File: src/core/hbm_pkg.sv
package hbm_pkg;

	// Register byte addresses on the AXI4-Lite slave.
	localparam logic [3:0] CTRL_ADDR   = 4'h0;
	localparam logic [3:0] STATUS_ADDR = 4'h4;

	// Control register fields and reset value.
	localparam int         CTRL_OUT_ON_BIT = 0;
	localparam logic       CTRL_OUT_ON_RST = 1'h1;

	// Status register field positions.
	localparam int         STAT_OUT_LSB  = 0;
	localparam int         STAT_IN_LSB   = 4;
	localparam int         STAT_MODE_BIT = 8;
	localparam int         STAT_ON_BIT   = 9;

	// Bus response codes.
	localparam logic [1:0] RESP_OKAY   = 2'h0;
	localparam logic [1:0] RESP_SLVERR = 2'h2;

	// Mode select levels.
	localparam logic       MODE_DUAL_INPUT = 1'h0;
	localparam logic       MODE_PHASE_EN   = 1'h1;

	// Bridge count and reset level of the bridge outputs.
	localparam int         BRIDGES     = 2;
	localparam logic [3:0] OUT_RST     = 4'h0;

endpackage : hbm_pkg

File: src/core/hbm_dual_bridge.sv
// The AXI4-Lite register port and the register addresses were left to the implementer.
`timescale 1ns/1ps

module hbm_dual_bridge (
	// Clock and synchronous active-low reset.
	input  wire logic        aclk,
	input  wire logic        aresetn,
	// Register bus, write side.
	input  wire logic        awvalid,
	output logic             awready,
	input  wire logic [3:0]  awaddr,
	input  wire logic        wvalid,
	output logic             wready,
	input  wire logic [31:0] wdata,
	input  wire logic [3:0]  wstrb,
	output logic             bvalid,
	input  wire logic        bready,
	output logic [1:0]       bresp,
	// Register bus, read side.
	input  wire logic        arvalid,
	output logic             arready,
	input  wire logic [3:0]  araddr,
	output logic             rvalid,
	input  wire logic        rready,
	output logic [31:0]      rdata,
	output logic [1:0]       rresp,
	// Mode select and the four bridge control levels.
	input  wire logic        phase_enable_mode,
	input  wire logic        bridge_a_ctrl_first,
	input  wire logic        bridge_a_ctrl_second,
	input  wire logic        bridge_b_ctrl_first,
	input  wire logic        bridge_b_ctrl_second,
	// Registered bridge output levels toward the motor terminals.
	output logic             bridge_a_output_first,
	output logic             bridge_a_output_second,
	output logic             bridge_b_output_first,
	output logic             bridge_b_output_second
);

	// The block has two parts that share one state register.
	// The first part turns the mode select and the four control levels into
	// the four bridge output levels, one clock after the pins are sampled.
	// The second part is a small register bus slave with a control word and
	// a status word.
	// The control word carries one switch that can force every output low,
	// which lets software park the motors without touching the pins.
	// The status word reflects the pins, the mode and the registered outputs,
	// so software can see exactly what the bridges are being told to do.
	// Write address and write data may arrive in either order; the write is
	// carried out only once both halves are held.
	// Only one write and one read can be under way at a time, which keeps
	// the slave small and makes the response order trivial.
	// Outputs come from flip-flops, so a glitch on a control pin between
	// clock edges never reaches the motor terminals.

	// All state of the block, registered as one word.
	typedef struct packed {
		// Output switch and the registered bridge levels.
		logic        out_on;
		logic [3:0]  drive;

		// Write address half, held until the write is done.
		logic        aw_got;
		logic [3:0]  aw_addr;

		// Write data half, held until the write is done.
		logic        w_got;
		logic [31:0] w_data;
		logic [3:0]  w_strb;

		// Write response, standing until the master takes it.
		logic        bvalid;
		logic [1:0]  bresp;

		// Read response, standing until the master takes it.
		logic        rvalid;
		logic [31:0] rdata;
		logic [1:0]  rresp;
	} hbm_state_s;

	hbm_state_s st_reg;
	hbm_state_s st_next;

	// Control pins gathered into one vector.
	logic [3:0] ctrl_in;
	// Decoded output levels before the output switch and register.
	logic [3:0] bridge_drive;
	// Status word as it would be read in the present cycle.
	logic [31:0] status_word;

	// Pack the control pins as {B second, B first, A second, A first}.
	assign ctrl_in = {bridge_b_ctrl_second, bridge_b_ctrl_first,
		bridge_a_ctrl_second, bridge_a_ctrl_first};

	// Per-bridge output decode; bridge 0 is A, bridge 1 is B.
	// Each bridge sees only its own pair of pins, so the two DC motors stay
	// independent in phase/enable mode.
	// In dual-input mode the four levels pass straight through for a stepper.
	for (genvar g = 0; g < hbm_pkg::BRIDGES; g++) begin : g_bridge
		logic in_first;
		logic in_second;
		assign in_first  = ctrl_in[2 * g];
		assign in_second = ctrl_in[2 * g + 1];
		always_comb begin
			if (phase_enable_mode == hbm_pkg::MODE_PHASE_EN) begin
				// Enable gates the bridge; phase picks which side goes high.
				if (in_second) begin
					bridge_drive[2 * g]     = ~in_first;
					bridge_drive[2 * g + 1] = in_first;
				end else begin
					bridge_drive[2 * g]     = 1'b0;
					bridge_drive[2 * g + 1] = 1'b0;
				end
			end else begin
				bridge_drive[2 * g]     = in_first;
				bridge_drive[2 * g + 1] = in_second;
			end
		end
	end

	// Status word shows outputs, pin levels, mode and the output switch.
	always_comb begin
		status_word = '0;
		status_word[hbm_pkg::STAT_OUT_LSB +: 4] = st_reg.drive;
		status_word[hbm_pkg::STAT_IN_LSB +: 4]  = ctrl_in;
		status_word[hbm_pkg::STAT_MODE_BIT]     = phase_enable_mode;
		status_word[hbm_pkg::STAT_ON_BIT]       = st_reg.out_on;
	end

	// Next-state logic for the bus slave and the output drive.
	always_comb begin
		st_next = st_reg;
		// The output switch in the control register forces all outputs low.
		st_next.drive = st_reg.out_on ? bridge_drive : hbm_pkg::OUT_RST;
		// Capture write address and data independently, in either order.
		if (awvalid && awready) begin
			st_next.aw_got  = 1'b1;
			st_next.aw_addr = awaddr;
		end
		if (wvalid && wready) begin
			st_next.w_got  = 1'b1;
			st_next.w_data = wdata;
			st_next.w_strb = wstrb;
		end

		// Perform the write once both halves are held.
		// Both halves stay refused while the response stands, so a second
		// write cannot overtake the first.
		if (st_reg.aw_got && st_reg.w_got) begin
			st_next.aw_got = 1'b0;
			st_next.w_got  = 1'b0;
			st_next.bvalid = 1'b1;
			if (st_reg.aw_addr == hbm_pkg::CTRL_ADDR) begin
				st_next.bresp = hbm_pkg::RESP_OKAY;
				if (st_reg.w_strb[0]) begin
					st_next.out_on = st_reg.w_data[hbm_pkg::CTRL_OUT_ON_BIT];
				end
			end else if (st_reg.aw_addr == hbm_pkg::STATUS_ADDR) begin
				st_next.bresp = hbm_pkg::RESP_OKAY; // Read-only; write ignored.
			end else begin
				st_next.bresp = hbm_pkg::RESP_SLVERR;
			end
		end

		// The write response drops at the edge where the master takes it.
		if (st_reg.bvalid && bready) begin
			st_next.bvalid = 1'b0;
		end

		// Reads answer at the same edge that takes the address.
		// The address is refused while a read response stands.
		if (arvalid && arready) begin
			st_next.rvalid = 1'b1;
			st_next.rresp  = hbm_pkg::RESP_OKAY;
			st_next.rdata  = '0;
			if (araddr == hbm_pkg::CTRL_ADDR) begin
				st_next.rdata[hbm_pkg::CTRL_OUT_ON_BIT] = st_reg.out_on;
			end else if (araddr == hbm_pkg::STATUS_ADDR) begin
				st_next.rdata = status_word;
			end else begin
				st_next.rresp = hbm_pkg::RESP_SLVERR;
			end
		end else if (st_reg.rvalid && rready) begin
			st_next.rvalid = 1'b0;
		end
	end

	// State register with synchronous active-low reset.
	// Reset leaves the outputs low and the output switch on, so the bridges
	// follow the pins as soon as reset is released.
	always_ff @(posedge aclk) begin
		if (!aresetn) begin
			st_reg        <= '0;
			st_reg.out_on <= hbm_pkg::CTRL_OUT_ON_RST;
			st_reg.drive  <= hbm_pkg::OUT_RST;
		end else begin
			st_reg <= st_next;
		end
	end

	// Ready outputs are combinational; valid, response and data outputs come from flip-flops.
	assign awready = !st_reg.aw_got && !st_reg.bvalid;
	assign wready  = !st_reg.w_got && !st_reg.bvalid;
	assign bvalid  = st_reg.bvalid;
	assign bresp   = st_reg.bresp;
	assign arready = !st_reg.rvalid;
	assign rvalid  = st_reg.rvalid;
	assign rdata   = st_reg.rdata;
	assign rresp   = st_reg.rresp;

	// Registered bridge levels, bit order {B2, B1, A2, A1}.
	assign bridge_a_output_first  = st_reg.drive[0];
	assign bridge_a_output_second = st_reg.drive[1];
	assign bridge_b_output_first  = st_reg.drive[2];
	assign bridge_b_output_second = st_reg.drive[3];

endmodule : hbm_dual_bridge

File: config.mk
export PLATFORM = sky130hd
export DESIGN_NAME = hbm_dual_bridge
export DESIGN_NICKNAME = d
export VERILOG_FILES = /design/src/core/hbm_pkg.sv /design/src/core/hbm_dual_bridge.sv
export SDC_FILE = /design/constraint.sdc
export NUM_CORES = 1
export LEC_CHECK = 0
export ABC_AREA = 1
export BUFFER_PORTS_ARGS = -buffer_cell sky130_fd_sc_hd__buf_2
export CAP_MARGIN = 20
export CORE_ASPECT_RATIO = 1.4
export CORE_UTILIZATION = 40
export DETAILED_ROUTE_END_ITERATION = 6
export PLACE_DENSITY = 0.83
export SLEW_MARGIN = 10
export SYNTH_ARGS = -nofsm -noshare
export SYNTH_HDL_FRONTEND = slang
export SYNTH_SLANG_ARGS = --single-unit
export TNS_END_PERCENT = 10
File: constraint.sdc
create_clock -name aclk -period 1.01 [get_ports aclk]
set_input_delay 0 -clock aclk [delete_from_list [all_inputs] [get_ports aclk]]
set_output_delay 0 -clock aclk [all_outputs]
set_load 0.005 [all_outputs]
==> impl_metrics.py <==
metrics = {
    "yosys": {
        "synth_cell_types": 20,
        "synthFlopType": "dfxtp_1",
        "ys_ff_latch": 27,
        "synth_area_leaders": "dfxtp_1 39%, buf_4 20%, nor2_1 7.9%, nand2_1 7.3%, nand3_2 5.8%",
        "synth_area_leader_cell": "dfxtp_1",
        "synth.cells.most_frequent": "37 x buf_4, 29 x nor2_1, 27 x dfxtp_1, 27 x nand2_1, 9 x o21ai_0",
        "synth_edf_count": 0,
        "ys_seq_area_frac": 0.3902,
        "synth_top_area_frac": 0.3902,
        "synth_most_common_cell": "buf_4",
        "avgSynthCellArea_um2": 7.960,
        "ys_warn_count": 0,
        "synthCells": 174,
        "async_flop_share": 0,
        "syn-cell-area_um2": 1385,
    },
    "die": {
        "die_area_um2": 3705,
        "io_pins": 101,
        "floorplan.initialDensity": 0.4311,
        "die_h_um": 71.63,
        "die_w_um": 51.73,
        "rows": 24,
        "core_um2": 3213,
    },
    "drt": {
        "drtPass1Iterations": 4,
        "vias_per_cell": 4.381,
        "drt_iter0_markers": 16,
        "drc": 0,
        "wl_per_cell_um": 10.11,
        "wirelength_mm": 2.629,
        "postRouteAntennaNets": 0,
        "dr_total_vias": 1139,
    },
    "critical_path": {
        "critical_path.cell_chain": "nor2_2 -> nand2_2 -> o21ai_0 -> nor2_1",
        "cp.buffers_inverters": 0,
        "slowest_stage": "dfxtp_1",
        "cpPeakStageDelay_ps": 370,
        "worst-setup-path-type": "reg -> reg",
        "crit_family": "flip-flops",
        "critPathArrivalTime_ps": 1140,
        "crit_start": "bvalid",
        "worst_ep_required_time_ps": 1180,
        "r2r-start": "bvalid",
        "start_kind": "flop",
        "crit_path_end_kind": "flop",
        "crit_fanout": 5,
    },
    "sta": {
        "period_share": 0.9635,
        "hold_viol": 0,
        "grt_setup_unrepaired": "yes",
        "fin_tns_setup_ps": 0,
        "period_needed_ps": 973.1,
        "fin_ws_ps": 36.87,
        "fmax_mhz": 1028,
        "holdWs_ps": 3.380,
        "maxSlewViolCount": 0,
        "finClkSkew_ps": 3.257,
        "setup_viol": 0,
    },
    "pwr": {
        "clockPowerShare": 0.284,
        "ir_drop_mv": 1.178,
        "power_mw": 2.158,
        "sequentialPowerShare": 0.537,
        "powerDensity_nw_per_um2": 1292,
        "switchingPower_uw": 584.5,
        "p_comb_frac": 0.179,
        "p_int_mw": 1.574,
        "p_leak_nw": 0.8014,
        "p_sw_frac": 0.2708,
    },
    "placement": {
        "placedCellCount": 243,
        "port_buffers": 42,
        "dp_hpwl_mm": 1.887,
        "place.gp.congestion": 0.7631,
        "pre_cts_slack_ps": -11.88,
    },
    "clocking": {
        "cts.reportedPaths.clkPinSlew_ps": 90,
        "root_buffer": "clkbuf_8",
        "insertion_delay_ps": 270,
        "cts.path.max_buffers": 2,
        "cts_tree": "built",
        "clock-sinks": 27,
        "cts.htree.levels": 1,
        "cts_made_buffers": 3,
    },
    "grt": {
        "grtUsageTotal": 0.1480,
        "grt_pass1_vias": 1017,
        "grt_first_pass_wirelength_mm": 4.133,
        "antenna_found_initial": 0,
        "gr-total-overflow": 0,
        "grt_start_max_net_pins": 16,
    },
    "layout": {
        "final_nets": 278,
        "drive_gt1_frac": 0.3620,
        "syn_to_final_growth_pct": 20.60,
        "largest_reg_flops": 10,
        "num_antenna_cells": 0,
        "fin_cells": 260,
    },
    "min_path": {
        "min_from": "bridge_b_ctrl_first",
        "hold_class": "in -> reg",
    },
    "run_status": {
        "status": "completed",
    },
    "run": {
        "drv_cap": 0,
    },
}
[cells in the final DEF, fill, tap and decap left out, drive strengths merged]
master,n
a211oi,1
a21oi,12
and2,1
buf,48
clkbuf,3
clkinv,1
conb,24
dfxtp,27
dlygate4sd3,12
inv,9
nand2,27
nand3,13
nor2,31
nor3,1
nor3b,1
o21a,1
o21ai,9
[routing by layer]
metal,GRT usage,part of all wire,wire length [um]
met1,0.1575,0.41,1069
met2,0.2785,0.53,1402
met3,0.02760,0.046,122
met4,0.05405,0.013,34
met5,0,0,0
[area by class of cell]
class                           count  area (um2)
Fill cell                         299        1543
Sequential cell                    27       540.5
Multi-Input combinational cell    121       610.6
Tap cell                           39       48.80
Inverter                            9       36.28
Clock buffer                        3       41.29
Timing Repair Buffer               60       387.9
Clock inverter                      1       5.005
[worst register-to-register path, stage by stage, from the launching register on]
cell and delay [ps]:
dfxtp_1 370, nor2_2 150, nand2_2 100, o21ai_0 190, nor2_1 70
[path summary, 6_finish.rpt]
| check | endpoint | slack (ps) | cells past startpoint |
|---|---|---|---|
| max | st_reg[78] | 40 | 4 |
| min | rdata[6] | 3 | 3 |
| max reg2reg | st_reg[78] | 40 | 4 |
| min reg2reg | rdata[9] | 470 | 2 |
[power groups by stage]
stage	registers [mW]	logic (mW)	clock network [mW]
2_1_floorplan	1.18	0.271	0
3_3_place_gp	1.18	0.322	0
4_1_cts	1.16	0.371	0.625
6_report	1.16	0.387	0.612
3_5_place_dp	1.18	0.328	0
5_1_grt	1.17	0.435	0.666
[cell families after synthesis]
group	Yosys count	share of synthesized area
AND/OR/NAND/NOR	74	0.2520
buffers and inverters	49	0.2466
flip-flops	27	0.3902
other	1	0.002707
AO/OA/AOI/OAI	23	0.1084
[metrics by stage]
stage | area, um2 | utilization
2_1_floorplan | 1471 | -
3_3_place_gp | 1473 | 0.4583
3_5_place_dp | 1473 | 0.4583
4_1_cts | 1649 | 0.5132
5_1_grt | 1670 | 0.5199
6_report | 1670 | 0.5199
[what timing repair did]
action,4_1_cts,5_1_grt
endpoints found under the setup margin,9,16
gates resized for setup,2,10
endpoints found under the hold margin,12,0
setup buffers,1,0
hold buffers,12,0
No activity file was read; power rests on OpenSTA's default activity.
